<file path="src/oscc_pkg.sv">
// Package for the oscillator source control block.
// Holds register offsets, field positions, reset values and timing counts.
// Assumes a single 20 MHz system clock and an Avalon-MM register port.
package oscc_pkg;
	// System clock rate and period
	localparam int CLK_HZ = 20_000_000;
	localparam int CLK_PERIOD_NS = 50;

	// Register byte offsets
	localparam logic [7:0] ADDR_FREQ_SEL = 8'h00;
	localparam logic [7:0] ADDR_TRIM = 8'h04;
	localparam logic [7:0] ADDR_DRIVE = 8'h08;
	localparam logic [7:0] ADDR_FORCE_ON = 8'h0c;
	localparam logic [7:0] ADDR_READY = 8'h10;
	localparam logic [7:0] ADDR_SOURCE = 8'h14;

	// Field widths
	localparam int FREQ_W = 3;
	localparam int TRIM_W = 6;
	localparam int FORCE_W = 5;
	localparam int READY_W = 6;

	// Force-on register bit positions
	localparam int FORCE_HF_BIT = 0;
	localparam int FORCE_MID_BIT = 1;
	localparam int FORCE_LF_BIT = 2;
	localparam int FORCE_SEC_BIT = 3;
	localparam int FORCE_CONV_BIT = 4;

	// Ready register bit positions
	localparam int RDY_HF_BIT = 0;
	localparam int RDY_MID_BIT = 1;
	localparam int RDY_LF_BIT = 2;
	localparam int RDY_SEC_BIT = 3;
	localparam int RDY_CONV_BIT = 4;
	localparam int RDY_1MHZ_BIT = 5;

	// Reset values
	localparam logic [TRIM_W-1:0] TRIM_RST = 6'h00;
	localparam logic DRIVE_RST = 1'h1;
	localparam logic [FORCE_W-1:0] FORCE_RST = 5'h00;
	localparam logic [FREQ_W-1:0] FREQ_1MHZ = 3'h0;
	localparam logic [FREQ_W-1:0] FREQ_32MHZ = 3'h5;

	// Reset clock select codes
	localparam logic [2:0] SEL_EXT = 3'h7;
	localparam logic [2:0] SEL_HF_1MHZ = 3'h6;
	localparam logic [2:0] SEL_LF = 3'h5;
	localparam logic [2:0] SEL_SEC = 3'h4;
	localparam logic [2:0] SEL_HF_32MHZ = 3'h0;

	// External clock mode codes
	localparam logic [1:0] EXT_HIGH_POWER = 2'h3;
	localparam logic [1:0] EXT_LOW_POWER = 2'h1;

	// Secondary oscillator start-up period count
	localparam int STARTUP_PERIODS = 1024;

	// Fixed divided clock rates and their half-period counts
	localparam int ONE_MHZ_HZ = 1_000_000;
	localparam int MID_500K_HZ = 500_000;
	localparam int MID_31K25_HZ = 31_250;
	localparam int LF_HZ = 31_000;
	localparam int HALF_1MHZ = CLK_HZ / (2 * ONE_MHZ_HZ);
	localparam int HALF_500K = CLK_HZ / (2 * MID_500K_HZ);
	localparam int HALF_31K25 = CLK_HZ / (2 * MID_31K25_HZ);
	localparam int HALF_LF = CLK_HZ / (2 * LF_HZ);

	// Settling times in ns and their cycle counts (least times round up)
	localparam int HF_LOCK_NS = 2000;
	localparam int HF_LOCK_CYC = (HF_LOCK_NS + CLK_PERIOD_NS - 1) / CLK_PERIOD_NS;
	localparam int SETTLE_NS = 1000;
	localparam int SETTLE_CYC = (SETTLE_NS + CLK_PERIOD_NS - 1) / CLK_PERIOD_NS;
	localparam int TRIM_STEP_NS = 500;
	localparam int TRIM_STEP_CYC = (TRIM_STEP_NS + CLK_PERIOD_NS - 1) / CLK_PERIOD_NS;
	localparam int CNT_W = 10;
endpackage

</file>
<file path="src/oscc_startup_counter.sv">
// Start-up period counter for the secondary 32 kHz oscillator.
// Assumes the oscillator level is already synchronised to i_clk.
`timescale 1ns/10ps
`default_nettype none
module oscc_startup_counter #(
	parameter int PERIODS = oscc_pkg::STARTUP_PERIODS
) (
	input wire logic i_clk,
	input wire logic i_reset_n,
	input wire logic i_restart,
	input wire logic i_enable,
	input wire logic i_osc_level,
	output logic o_ready
);
	// Counter wide enough to hold the full period count
	logic [$clog2(PERIODS+1)-1:0] cnt_ff;
	logic prev_ff;
	logic ready_ff;
	wire rise = i_osc_level & ~prev_ff;
	wire done = (cnt_ff == ($clog2(PERIODS+1))'(PERIODS));

	// Previous level for edge detection
	always_ff @(posedge i_clk) begin
		if (!i_reset_n)
			prev_ff <= 1'h0;
		else
			prev_ff <= i_osc_level;
	end

	// Count rising edges; a restart or disable starts over with ready low
	always_ff @(posedge i_clk) begin
		if (!i_reset_n || i_restart || !i_enable) begin
			cnt_ff <= '0;
			ready_ff <= 1'h0;
		end else if (done) begin
			ready_ff <= 1'h1;
		end else if (rise) begin
			cnt_ff <= cnt_ff + 1'b1;
		end
	end

	assign o_ready = ready_ff;
endmodule
`default_nettype wire

</file>
<file path="src/oscc_source_control.sv">
// Oscillator source control: source latch, divided clocks, trim, ready flags.
// Assumes fuse inputs are steady; pins arrive asynchronously.
// Overview of operation
// RQ1: Source fixed from fuses, never switched later
// RQ2: Software changes HF frequency via select field
// RQ3: Fuse low drives Fosc/4 on clock output
// RQ4: Select 111 uses external clock input
// RQ5: Host picks external power mode by frequency
// RQ6: External mode bypasses the start-up counter
// RQ7: Fully static; stopped clock keeps all state
// RQ8: Secondary enabled by fuse select or bit
// RQ9: Drive bit: 0 low power, 1 high
// RQ10: Software disables secondary before drive change
// RQ11: Count 1024 crystal periods, then ready
// RQ12: Internal source frees clock pins as GPIO
// RQ13: Trim is signed 6-bit, resets to zero
// RQ14: Trim write slews gradually, no indication
// RQ15: Low-frequency oscillator ignores the trim
// RQ16: Fixed 500 kHz and 31.25 kHz clocks
// RQ17: Fixed 1 MHz clock from HF oscillator
// RQ18: Fixed 31 kHz oscillator and timer base
// RQ19: Converter RC on when selected or forced
// RQ20: Ready flags set once oscillators settle
// RQ21: Frequency write clears ready, holds clock
// RQ22: Force-on bits for every oscillator
// RQ23: Select codes choose startup source
// RQ24: Secondary ready reads zero until counted
//
// Our own choices: the address map and the Avalon-MM interface to the registers.
`timescale 1ns/10ps
`default_nettype none
module oscc_source_control #(
	parameter int HF_LOCK_CYCLES = oscc_pkg::HF_LOCK_CYC,
	parameter int SETTLE_CYCLES = oscc_pkg::SETTLE_CYC
) (
	input wire logic i_clk,
	input wire logic i_reset_n,
	input wire logic [7:0] i_avs_address,
	input wire logic i_avs_read,
	input wire logic i_avs_write,
	input wire logic [31:0] i_avs_writedata,
	output logic [31:0] o_avs_readdata,
	output logic o_avs_waitrequest,
	input wire logic [2:0] i_reset_clock_select,
	input wire logic [1:0] i_external_clock_mode_select,
	input wire logic i_clock_output_enable_n,
	input wire logic i_clock_input_pin,
	input wire logic i_secondary_crystal_in,
	input wire logic i_gpio_out_data,
	input wire logic i_gpio_out_oe,
	input wire logic i_wake_pulse,
	input wire logic i_por_bor_pulse,
	input wire logic i_converter_clk_request,
	output logic [2:0] o_sys_source,
	output logic o_sys_clock_ready,
	output logic o_external_high_power_mode,
	output logic o_external_clock_level,
	output logic o_clock_output_pin,
	output logic o_clock_output_pin_oe,
	output logic o_clock_input_pin_is_gpio,
	output logic o_high_freq_internal_osc,
	output logic [5:0] o_hf_trim_applied,
	output logic o_mid_500k_clock,
	output logic o_mid_31k25_clock,
	output logic o_fixed_1mhz_divided_clock,
	output logic o_low_freq_internal_osc,
	output logic o_secondary_osc_en,
	output logic o_secondary_osc_drive_select,
	output logic o_converter_rc_osc_en,
	output logic o_hf_osc_en
);
	localparam int W = oscc_pkg::CNT_W;

	// True when a free-running counter reaches its last count
	function automatic logic at_limit(input logic [W-1:0] cnt, input int lim);
		at_limit = (cnt == W'(lim - 1));
	endfunction

	// HF oscillator state, one-hot
	typedef enum logic [1:0] {HF_RUN = 2'b01, HF_LOCK = 2'b10} oscc_hf_state_t;

	// Configuration latch
	logic cfg_loaded_ff; // Fuses captured after reset release
	logic [2:0] src_ff; // Fixed system clock source
	logic clock_output_pin_en_n_ff; // Captured clock-output fuse
	logic [1:0] ext_mode_ff; // Captured external power mode
	// Software registers
	logic [oscc_pkg::FREQ_W-1:0] freq_ff;
	logic [oscc_pkg::TRIM_W-1:0] trim_target_ff;
	logic [oscc_pkg::TRIM_W-1:0] trim_applied_ff;
	logic drive_ff;
	logic [oscc_pkg::FORCE_W-1:0] force_ff;
	// Bus slave
	logic wait_ff;
	logic [31:0] rdata_ff;
	// Pin synchronisers
	logic [1:0] xtal_sync_ff;
	logic [1:0] clock_input_pin_sync_ff;
	// Oscillator state
	oscc_hf_state_t hf_state_ff;
	logic [W-1:0] hf_cnt_ff; // Lock wait or HF half-period
	logic hf_clk_ff;
	logic [W-1:0] trim_cnt_ff;
	logic [W-1:0] c1m_ff, c500_ff, c31_ff, clf_ff;
	logic [W-1:0] lf_settle_ff, conv_settle_ff;
	logic lf_rdy_ff, conv_rdy_ff, hf_rdy_ff;
	// Registered outputs
	logic clk1m_ff, clk500_ff, clk31_ff, clklf_ff, div4_ff, div4_ph_ff;
	logic pin_ff, pin_oe_ff, gpio_in_ff, ext_lvl_ff;
	logic sec_en_ff, conv_en_ff, hf_en_ff, sys_rdy_ff, ext_hp_ff;
	logic sec_rdy;

	// Bus decode
	wire req = i_avs_read | i_avs_write;
	wire take = req & ~wait_ff; // Edge where the master sees waitrequest low
	wire wr = i_avs_write & take;
	wire wr_freq = wr & (i_avs_address == oscc_pkg::ADDR_FREQ_SEL);
	wire wr_trim = wr & (i_avs_address == oscc_pkg::ADDR_TRIM);
	wire wr_drive = wr & (i_avs_address == oscc_pkg::ADDR_DRIVE);
	wire wr_force = wr & (i_avs_address == oscc_pkg::ADDR_FORCE_ON);
	// RQ23 startup source decode
	wire src_hf = (src_ff == oscc_pkg::SEL_HF_1MHZ) | (src_ff == oscc_pkg::SEL_HF_32MHZ);
	wire src_ext = (src_ff == oscc_pkg::SEL_EXT);
	wire src_sec = (src_ff == oscc_pkg::SEL_SEC);
	wire src_lf = (src_ff == oscc_pkg::SEL_LF);
	// RQ8 secondary enable terms
	wire nxt_sec_en = cfg_loaded_ff & (src_sec | force_ff[oscc_pkg::FORCE_SEC_BIT]);
	// RQ19 converter RC auto or forced enable
	wire nxt_conv_en = i_converter_clk_request | force_ff[oscc_pkg::FORCE_CONV_BIT];
	// RQ22 HF runs for the source, its force bit, or the mid clocks
	wire nxt_hf_en = cfg_loaded_ff & (src_hf | force_ff[oscc_pkg::FORCE_HF_BIT]
		| force_ff[oscc_pkg::FORCE_MID_BIT]);
	wire hf_rdy_eff = hf_rdy_ff & hf_en_ff;
	wire [oscc_pkg::READY_W-1:0] ready_bits = {hf_rdy_eff, conv_rdy_ff, sec_rdy, lf_rdy_ff, hf_rdy_eff, hf_rdy_eff};
	wire [31:0] nxt_rdata =
		(i_avs_address == oscc_pkg::ADDR_FREQ_SEL) ? {29'h0, freq_ff} :
		(i_avs_address == oscc_pkg::ADDR_TRIM) ? {26'h0, trim_target_ff} :
		(i_avs_address == oscc_pkg::ADDR_DRIVE) ? {31'h0, drive_ff} :
		(i_avs_address == oscc_pkg::ADDR_FORCE_ON) ? {27'h0, force_ff} :
		(i_avs_address == oscc_pkg::ADDR_READY) ? {26'h0, ready_bits} :
		(i_avs_address == oscc_pkg::ADDR_SOURCE) ? {29'h0, src_ff} : 32'h0;
	// Trim slew direction, signed compare
	wire trim_up = $signed(trim_target_ff) > $signed(trim_applied_ff);
	wire trim_dn = $signed(trim_target_ff) < $signed(trim_applied_ff);

	// Avalon slave: one wait cycle, then the request completes
	always_ff @(posedge i_clk) begin
		if (!i_reset_n) begin
			wait_ff <= 1'h1;
			rdata_ff <= 32'h0;
		end else begin
			wait_ff <= ~(req & wait_ff);
			if (req & wait_ff)
				rdata_ff <= nxt_rdata;
		end
	end

	// RQ1 latch source once after reset release; no register writes it
	always_ff @(posedge i_clk) begin
		if (!i_reset_n) begin
			cfg_loaded_ff <= 1'h0;
			src_ff <= oscc_pkg::SEL_HF_1MHZ;
			clock_output_pin_en_n_ff <= 1'h1;
			ext_mode_ff <= oscc_pkg::EXT_LOW_POWER;
		end else if (!cfg_loaded_ff) begin
			cfg_loaded_ff <= 1'h1;
			src_ff <= i_reset_clock_select;
			clock_output_pin_en_n_ff <= i_clock_output_enable_n;
			ext_mode_ff <= i_external_clock_mode_select;
		end
	end

	// Software registers; RQ13 trim resets to zero, signed field
	always_ff @(posedge i_clk) begin
		if (!i_reset_n) begin
			trim_target_ff <= oscc_pkg::TRIM_RST;
			drive_ff <= oscc_pkg::DRIVE_RST;
			force_ff <= oscc_pkg::FORCE_RST;
		end else begin
			if (wr_trim)
				trim_target_ff <= i_avs_writedata[oscc_pkg::TRIM_W-1:0];
			// RQ9 drive select bit; caller disables first (RQ10)
			if (wr_drive)
				drive_ff <= i_avs_writedata[0];
			if (wr_force)
				force_ff <= i_avs_writedata[oscc_pkg::FORCE_W-1:0];
		end
	end

	// RQ14 applied trim steps one code per interval toward the target
	always_ff @(posedge i_clk) begin
		if (!i_reset_n) begin
			trim_applied_ff <= oscc_pkg::TRIM_RST;
			trim_cnt_ff <= '0;
		end else if (at_limit(trim_cnt_ff, oscc_pkg::TRIM_STEP_CYC)) begin
			trim_cnt_ff <= '0;
			if (trim_up)
				trim_applied_ff <= trim_applied_ff + 6'h01;
			else if (trim_dn)
				trim_applied_ff <= trim_applied_ff - 6'h01;
		end else begin
			trim_cnt_ff <= trim_cnt_ff + 1'b1;
		end
	end

	// RQ2 RQ21 frequency select, relock and hold of the HF output
	always_ff @(posedge i_clk) begin
		if (!i_reset_n) begin
			freq_ff <= oscc_pkg::FREQ_1MHZ;
			hf_state_ff <= HF_LOCK;
			hf_cnt_ff <= '0;
			hf_clk_ff <= 1'h0;
			hf_rdy_ff <= 1'h0;
		end else if (!cfg_loaded_ff) begin
			// RQ23 reset frequency follows the startup selection
			freq_ff <= (i_reset_clock_select == oscc_pkg::SEL_HF_32MHZ) ? oscc_pkg::FREQ_32MHZ
				: oscc_pkg::FREQ_1MHZ;
		end else if (wr_freq) begin
			// New value: drop ready, freeze the output level
			freq_ff <= i_avs_writedata[oscc_pkg::FREQ_W-1:0];
			hf_state_ff <= HF_LOCK;
			hf_cnt_ff <= '0;
			hf_rdy_ff <= 1'h0;
		end else begin
			case (hf_state_ff)
				HF_LOCK: begin
					if (at_limit(hf_cnt_ff, HF_LOCK_CYCLES)) begin
						hf_state_ff <= HF_RUN;
						hf_cnt_ff <= '0;
						hf_rdy_ff <= 1'h1;
					end else begin
						hf_cnt_ff <= hf_cnt_ff + 1'b1;
					end
				end
				HF_RUN: begin
					// Model rate: half period of freq+1 cycles
					if (hf_cnt_ff >= W'(freq_ff)) begin
						hf_cnt_ff <= '0;
						hf_clk_ff <= ~hf_clk_ff;
					end else begin
						hf_cnt_ff <= hf_cnt_ff + 1'b1;
					end
				end
				default: begin
					hf_state_ff <= HF_LOCK;
					hf_cnt_ff <= '0;
				end
			endcase
		end
	end

	// RQ16 RQ17 fixed-rate dividers ignore the frequency select
	always_ff @(posedge i_clk) begin
		if (!i_reset_n || !hf_en_ff) begin
			c1m_ff <= '0;
			c500_ff <= '0;
			c31_ff <= '0;
			clk1m_ff <= 1'h0;
			clk500_ff <= 1'h0;
			clk31_ff <= 1'h0;
		end else begin
			c1m_ff <= at_limit(c1m_ff, oscc_pkg::HALF_1MHZ) ? '0 : c1m_ff + 1'b1;
			c500_ff <= at_limit(c500_ff, oscc_pkg::HALF_500K) ? '0 : c500_ff + 1'b1;
			c31_ff <= at_limit(c31_ff, oscc_pkg::HALF_31K25) ? '0 : c31_ff + 1'b1;
			if (at_limit(c1m_ff, oscc_pkg::HALF_1MHZ))
				clk1m_ff <= ~clk1m_ff;
			if (at_limit(c500_ff, oscc_pkg::HALF_500K))
				clk500_ff <= ~clk500_ff;
			if (at_limit(c31_ff, oscc_pkg::HALF_31K25))
				clk31_ff <= ~clk31_ff;
		end
	end

	// RQ18 RQ15 LF oscillator runs always for the timers, trim never reaches it
	always_ff @(posedge i_clk) begin
		if (!i_reset_n) begin
			clf_ff <= '0;
			clklf_ff <= 1'h0;
		end else begin
			clf_ff <= at_limit(clf_ff, oscc_pkg::HALF_LF) ? '0 : clf_ff + 1'b1;
			if (at_limit(clf_ff, oscc_pkg::HALF_LF))
				clklf_ff <= ~clklf_ff;
		end
	end

	// RQ20 settle counters for LF and converter RC ready flags
	always_ff @(posedge i_clk) begin
		if (!i_reset_n) begin
			lf_settle_ff <= '0;
			lf_rdy_ff <= 1'h0;
		end else if (at_limit(lf_settle_ff, SETTLE_CYCLES)) begin
			lf_rdy_ff <= 1'h1;
		end else begin
			lf_settle_ff <= lf_settle_ff + 1'b1;
		end
	end
	always_ff @(posedge i_clk) begin
		if (!i_reset_n || !conv_en_ff) begin
			conv_settle_ff <= '0;
			conv_rdy_ff <= 1'h0;
		end else if (at_limit(conv_settle_ff, SETTLE_CYCLES)) begin
			conv_rdy_ff <= 1'h1;
		end else begin
			conv_settle_ff <= conv_settle_ff + 1'b1;
		end
	end

	// Pin synchronisers; only the second stage is read
	always_ff @(posedge i_clk) begin
		if (!i_reset_n) begin
			xtal_sync_ff <= 2'h0;
			clock_input_pin_sync_ff <= 2'h0;
		end else begin
			xtal_sync_ff <= {xtal_sync_ff[0], i_secondary_crystal_in};
			clock_input_pin_sync_ff <= {clock_input_pin_sync_ff[0], i_clock_input_pin};
		end
	end

	// RQ11 RQ24 start-up count restarts on reset events and wake
	oscc_startup_counter u_startup (
		.i_clk(i_clk),
		.i_reset_n(i_reset_n),
		.i_restart(i_wake_pulse | i_por_bor_pulse),
		.i_enable(sec_en_ff),
		.i_osc_level(xtal_sync_ff[1]),
		.o_ready(sec_rdy)
	);

	// RQ3 RQ12 clock output pin: Fosc/4 when fuse low, else plain I/O
	always_ff @(posedge i_clk) begin
		if (!i_reset_n) begin
			div4_ph_ff <= 1'h0;
			div4_ff <= 1'h0;
			pin_ff <= 1'h0;
			pin_oe_ff <= 1'h0;
		end else begin
			div4_ph_ff <= ~div4_ph_ff;
			if (div4_ph_ff)
				div4_ff <= ~div4_ff;
			pin_ff <= clock_output_pin_en_n_ff ? i_gpio_out_data : div4_ff;
			pin_oe_ff <= clock_output_pin_en_n_ff ? i_gpio_out_oe : cfg_loaded_ff;
		end
	end

	// Enables, source status and the external clock path
	always_ff @(posedge i_clk) begin
		if (!i_reset_n) begin
			sec_en_ff <= 1'h0;
			conv_en_ff <= 1'h0;
			hf_en_ff <= 1'h0;
			sys_rdy_ff <= 1'h0;
			gpio_in_ff <= 1'h0;
			ext_lvl_ff <= 1'h0;
			ext_hp_ff <= 1'h0;
		end else begin
			sec_en_ff <= nxt_sec_en;
			conv_en_ff <= nxt_conv_en;
			hf_en_ff <= nxt_hf_en;
			// RQ6 external mode is ready at once, no start-up count
			sys_rdy_ff <= cfg_loaded_ff & (src_ext | (src_sec & sec_rdy)
				| (src_hf & hf_rdy_ff) | (src_lf & lf_rdy_ff));
			// RQ12 internal sources leave the input pin free
			gpio_in_ff <= cfg_loaded_ff & ~src_ext & ~src_sec;
			// RQ4 external clock level passed on as system clock
			ext_lvl_ff <= src_ext & clock_input_pin_sync_ff[1];
			ext_hp_ff <= src_ext & (ext_mode_ff == oscc_pkg::EXT_HIGH_POWER);
		end
	end

	// RQ7 all state sits in flops; a stopped clock just freezes it
	assign o_avs_readdata = rdata_ff;
	assign o_avs_waitrequest = wait_ff;
	assign o_sys_source = src_ff;
	assign o_sys_clock_ready = sys_rdy_ff;
	assign o_external_high_power_mode = ext_hp_ff;
	assign o_external_clock_level = ext_lvl_ff;
	assign o_clock_output_pin = pin_ff;
	assign o_clock_output_pin_oe = pin_oe_ff;
	assign o_clock_input_pin_is_gpio = gpio_in_ff;
	assign o_high_freq_internal_osc = hf_clk_ff;
	assign o_hf_trim_applied = trim_applied_ff;
	assign o_mid_500k_clock = clk500_ff;
	assign o_mid_31k25_clock = clk31_ff;
	assign o_fixed_1mhz_divided_clock = clk1m_ff;
	assign o_low_freq_internal_osc = clklf_ff;
	assign o_secondary_osc_en = sec_en_ff;
	assign o_secondary_osc_drive_select = drive_ff;
	assign o_converter_rc_osc_en = conv_en_ff;
	assign o_hf_osc_en = hf_en_ff;

	// Assertions
	localparam int LOCK_MAX = 45;
endmodule
`default_nettype wire

</file>
<file path="config.mk">
export PLATFORM = sky130hd
export DESIGN_NAME = oscc_source_control
export DESIGN_NICKNAME = d
export VERILOG_FILES = /design/src/oscc_pkg.sv /design/src/oscc_startup_counter.sv /design/src/oscc_source_control.sv
export SDC_FILE = /design/constraint.sdc
export NUM_CORES = 1
export LEC_CHECK = 0
export ABC_AREA = 1
export BUFFER_PORTS_ARGS = -buffer_cell sky130_fd_sc_hd__buf_2
export CAP_MARGIN = 10
export CORE_MARGIN = 4
export CORE_UTILIZATION = 60
export CTS_CLUSTER_DIAMETER = 200
export DETAILED_ROUTE_END_ITERATION = 12
export MAX_ROUTING_LAYER = met4
export PLACE_DENSITY = 0.9
export SLEW_MARGIN = 30
export SYNTH_ARGS = -nofsm -noshare
export SYNTH_HDL_FRONTEND = slang
export SYNTH_SLANG_ARGS = --single-unit
</file>
<file path="constraint.sdc">
create_clock -name i_clk -period 5.08 [get_ports i_clk]
set_input_delay 1.524 -clock i_clk [delete_from_list [all_inputs] [get_ports i_clk]]
set_output_delay 1.524 -clock i_clk [all_outputs]
set_load 0.01 [all_outputs]
</file>
[After elaboration in Yosys (flattened, before gate mapping)]
Index checks and enable logic that the tools add are counted.
Storage, ports and cells
  flip-flop bits (word level): 179
  output and inout bits: 57
Cells by class
  order comparisons: 3
  bitwise logic cells: 44
  reductions and logical operators: 24
  add/sub/neg operators: 11
  mux-type cells: 24
  eq/ne operators: 24
Operator list (number)
  $add 10x1->10 const B: 8
  $mux 6: 7
  $eq 10x5->1 const B: 3
  $mux 10: 3
  $eq 10x4->1 const B: 2
  $eq 10x9->1 const B: 2
  $pmux 10 s2: 1
  $and 1x1->1: 19
  $eq 8x4->1 const B: 2
  $eq 8x5->1 const B: 2
  $not 1->1: 15
  $eq 3x3->1 const B: 4
  $mux 3: 4
  $add 11x1->11 const B: 1
  $eq 11x11->1 const B: 1
  $eq 10x6->1 const B: 1
  $ge 10x3->1: 1
  $or 1x1->1: 10
  $reduce_or 2->1: 5
  $eq 8x3->1 const B: 1
  $logic_not 8->1: 1
  $add 6x1->6 const B: 1
  $gt 6x6->1: 1
  $logic_not 3->1: 2
  other kinds (16): 33

[Depth between registers and ports, before layout]
  depth in word-level cells: 7
  gate-level depth with buffers: 21
  mapped depth without buffers: 21

[Hierarchy]
Synthesis repeated with hierarchy kept, for this count alone.
Second synthesis, totals
  cells, all modules: 1006
  area, all modules: 7443.4 µm²
By module, submodules not included
  oscc_source_control: times used 1, area each 6678.9 µm², sequential area each 2802.7 µm², cells each 889
  oscc_startup_counter: times used 1, area each 764.5 µm², sequential area each 260.2 µm², cells each 117

[Worst setup path after synthesis]
Ideal clock, no wire load.
  path type: input-to-reg
  start point: input i_avs_address[1]
  end point: register hf_clk_ff, in the netlist o_high_freq_internal_osc
  library setup time: 0.128 ns
  data arrival time: 2.482 ns
  path slack: 2.471 ns
  cell stages on the path: 9
  path through: nor2_1 > nand3_1 > nor2_2 > nand2_2 > nand2_2 > inv_2 > nand3_1 > xor2_1 > nor2_1
Between the ends
  word-level cells in the longest chain between the ends: 4
Ends and longest elaborated chain
  start, declared: line oscc_source_control.sv:38  | input wire logic [7:0] i_avs_address,
  $logic_not 8->1: line oscc_source_control.sv:117  | wire wr_freq = wr & (i_avs_address == oscc_pkg::ADDR_FREQ_SEL);
  $and 1x1->1: line oscc_source_control.sv:117
  $not 1->1 (no source line)
  $reduce_and 4->1 (no source line)
  end signal, assigned: line oscc_source_control.sv:239  | hf_clk_ff <= ~hf_clk_ff;
  end, declared: line oscc_source_control.sv:102  | logic hf_clk_ff;
No other way between the ends.
A chain may end at the register's enable or synchronous reset.

[Worst setup path after layout]
  start point: input i_reset_n
  end point: register trim_cnt_ff[4]
Between the ends
  word-level cells in the longest chain between the ends: 2
Ends and longest elaborated chain
  start, declared: line oscc_source_control.sv:37  | input wire logic i_reset_n,
  $not 1->1 (no source line)
  $reduce_or 2->1 (no source line)
  end signal, assigned: line oscc_source_control.sv:202  | trim_cnt_ff <= trim_cnt_ff + 1'b1;
  end, declared: line oscc_source_control.sv:103  | logic [W-1:0] trim_cnt_ff;
No other way between the ends.

==> results_dict.tcl <==
set metrics [dict create \
    die_height_um 118 \
    finalSetupTns_ns 0 \
    final_nets 1126 \
    initial_core_util_pct 62.3 \
    reg2reg_setup_slack_ns 2.39 \
    placementRows 39 \
    wl_met1_um 6850 \
    post-place-cells 1164 \
    max_slew.worst_pin.slew_ns 0.767 \
    wirelength_um 15900 \
    cts-buffers-inserted 17 \
    place.gp.congestion 0.907 \
    layout_common_cells "nand2_1, dfxtp_1, inv_1" \
    remaining_drc_errors 0 \
    cap_viol_max_count 0 \
    worstPathArrival_ns 3.16 \
    clockBufferDepth 2 \
    max-vdd-ir-drop_mv 0.221 \
    rsz0062_at_grt "false" \
    global_route_wire_length_before_repair_um 27300 \
    cts_hold_repair.buffers 0 \
    finalHoldViolCount 0 \
    die-area_sq_mm 0.0139 \
    vias 6406 \
    layout.cells.most_common "nand2_1" \
    wl_per_cell_um 13.3 \
    synth_cell_type_count 43 \
    power_density_mw_per_mm2 315 \
    timing.critical_path.from_type "input port" \
    grt_start_max_net_pins 35 \
    post-cts-setup-buffers 0 \
    total_leakage_power_nw 3.31 \
    min-delay-path-class "reg2reg" \
    synth_edf_count 0 \
    relSlewSlack_pct 48.5 \
    count_of_cells_along_the_worst_register_to_register_path 15 \
    yosys_register_bits 153 \
    setup.worst_path.class "in2reg" \
    ant_nets 0 \
    finalCriticalPeriod_ns 2.82 \
    design_power_total_mw 2.56 \
    share_of_synthesized_area_occupied_by_flip_flops_and_latches_pct 42.3 \
    worst-endpoint-required_ns 5.42 \
    finish_stage_setup_viols 0 \
    finish.cell_count_without_fillers 1197 \
    fin_worst_skew_ns 0.00475 \
    die_width_um 118 \
    via_count_of_the_first_global_routing_pass 6202 \
    top_level_ports 114 \
    postCtsResizedCells 0 \
    synth_warnings 0 \
    initial_antenna_violation_count 1 \
    synthesis.instances 972 \
    port_buffers 61 \
    clkSlewWorstSetupHoldPaths_ns 0.06 \
    dr.first_iter.drc_count 485 \
    flow.area_growth_from_synthesis_pct 12.4 \
    routed_via_count_divided_by_cell_count 5.35 \
    syn_area_per_cell_sq_um 7.45 \
    h-tree-depth 4 \
    post_synth_instance_area_sq_mm 0.00724 \
    clock-root-buffer "clkbuf_16" \
    postSynth.asyncResetShare_pct 0 \
    core_sq_mm 0.0116 \
    sum_of_overflow_across_all_layers_after_global_routing 0 \
    clock_sinks 153 \
    timing.critical_path.to_type "flip-flop" \
    grtUsageTotal_pct 24.3 \
    dominantRegCellSynth "dfxtp_1" \
    result_of_the_run "finished, final reports clean" \
    crit-reg2reg-launch "o_hf_trim_applied[5]" \
    hpwlAfterDp_um 10900 \
    drt_first_pass_iters 7 \
    timing.final.crit_share_pct 55.5 \
    dr.max_layer_used "met4" \
    fraction_of_layout_instances_using_a_drive_strength_above_1_pct 12.3 \
    min_from "clock_input_pin_sync_ff[0]" \
    critPathMaxFanout 34 \
    fmaxAchievable_mhz 355 \
    worstReg2RegEnd "o_hf_trim_applied[3]" \
    tritoncts_clock_tree "done" \
    worst_hold_path.num_cells 2 \
    hold_path_end "clock_input_pin_sync_ff[1]" \
    clkLatencyLatePin_ns 0.42 \
    detailroute.wirelength.met3_um 886 \
    route.met2.wl_um 7890 \
    final_max_tran_viols 0 \
]
## per-stage QoR
stage | setup WS, ns | utilization, % | hold WS [ns] | area [sq um]
after floorplan | 2.47 | - | 0.390 | 7330
after global placement | 1.88 | 65.3 | 0.399 | 7580
after detailed placement | 1.82 | 65.3 | 0.409 | 7580
after CTS | 2.26 | 70.1 | 0.425 | 8140
after global routing | 2.07 | 70.1 | 0.444 | 8140
final | 2.26 | 70.1 | 0.424 | 8140
## worst max-delay path, stage by stage
cell and delay (ns):
buf_2 0.47, inv_2 0.44, or2_1 0.47, nor3b_1 0.23
## synthesized netlist by cell type, types with 5 or more instances
master | instances | area share (%)
dfxtp_1 | 153 | 42
o211ai_1 | 7 | 0.73
inv_1 | 122 | 6.3
nor2_1 | 116 | 6.0
nand2_2 | 6 | 0.52
nor4_1 | 9 | 0.78
nand3_1 | 51 | 3.5
clkbuf_1 | 9 | 0.47
nor2_2 | 5 | 0.43
xor2_1 | 16 | 1.9
nand2_1 | 160 | 8.3
nor3b_1 | 15 | 1.6
xnor2_1 | 11 | 1.3
ha_1 | 28 | 4.8
a31oi_1 | 8 | 0.69
nor3_1 | 35 | 2.4
o21ai_0 | 31 | 2.1
o21ai_1 | 15 | 1.0
buf_4 | 27 | 2.8
nand4_1 | 18 | 1.6
o21a_1 | 6 | 0.62
a21oi_1 | 78 | 5.4
inv_2 | 14 | 0.73
## layer usage
layer | global-route usage [%] | vias up
met3 | 5.24 | 37
met2 | 41.6 | 192
met1 | 27.9 | 2908
met5 | - | -
li1 | - | 3269
met4 | 9.08 | 0
## worst max-delay path by stage
stage | from | to | slack [ns] | cells past startpoint
after global placement | i_reset_n | trim_cnt_ff[5] | 1.88 | 4
after global routing | o_hf_trim_applied[5] | o_hf_trim_applied[5] | 2.07 | 20
after CTS | i_reset_n | trim_cnt_ff[4] | 2.26 | 4
final | i_reset_n | trim_cnt_ff[4] | 2.26 | 4
after detailed placement | i_reset_n | trim_cnt_ff[4] | 1.82 | 4
after floorplan | i_avs_address[1] | o_high_freq_internal_osc | 2.47 | 9
## cells by family after synthesis
group | share of synthesized area, %
AND/OR/NAND/NOR | 26.5
buffers and inverters | 10.6
AO/OA/AOI/OAI | 12.1
flip-flops | 42.3
adder cells (fa/ha/maj) | 5.12
XOR/XNOR | 3.27
other | 0.0518
## power breakdown
group / switching (mW) / internal [mW] / total (mW)
Sequential: 0.0187 / 1.22 / 1.24
Combinational: 0.0873 / 0.0423 / 0.130
Clock: 0.499 / 0.695 / 1.19
## registers in the layout, indices dropped and copies added, names as in the netlist, 3 cells and up
signal             flops
c31_ff                10
u_startup.cnt_ff      11
o_sys_source           3
freq_ff                3
force_ff               5
conv_settle_ff        10
lf_settle_ff          10
trim_target_ff         6
c1m_ff                10
trim_cnt_ff           10
o_avs_readdata         6
hf_cnt_ff             10
c500_ff               10
clf_ff                10
o_hf_trim_applied      6
## final cells by class
type	instances	area (sq um)
multi-input combinational	666	3500
clock buffer	20	457
sequential	153	3060
clock inverter	12	100
timing repair buffer	62	313
tap	143	179
antenna	1	2.50
fill	924	3470
inverter	140	526
Note: power is estimated with default switching activity, not from simulation.
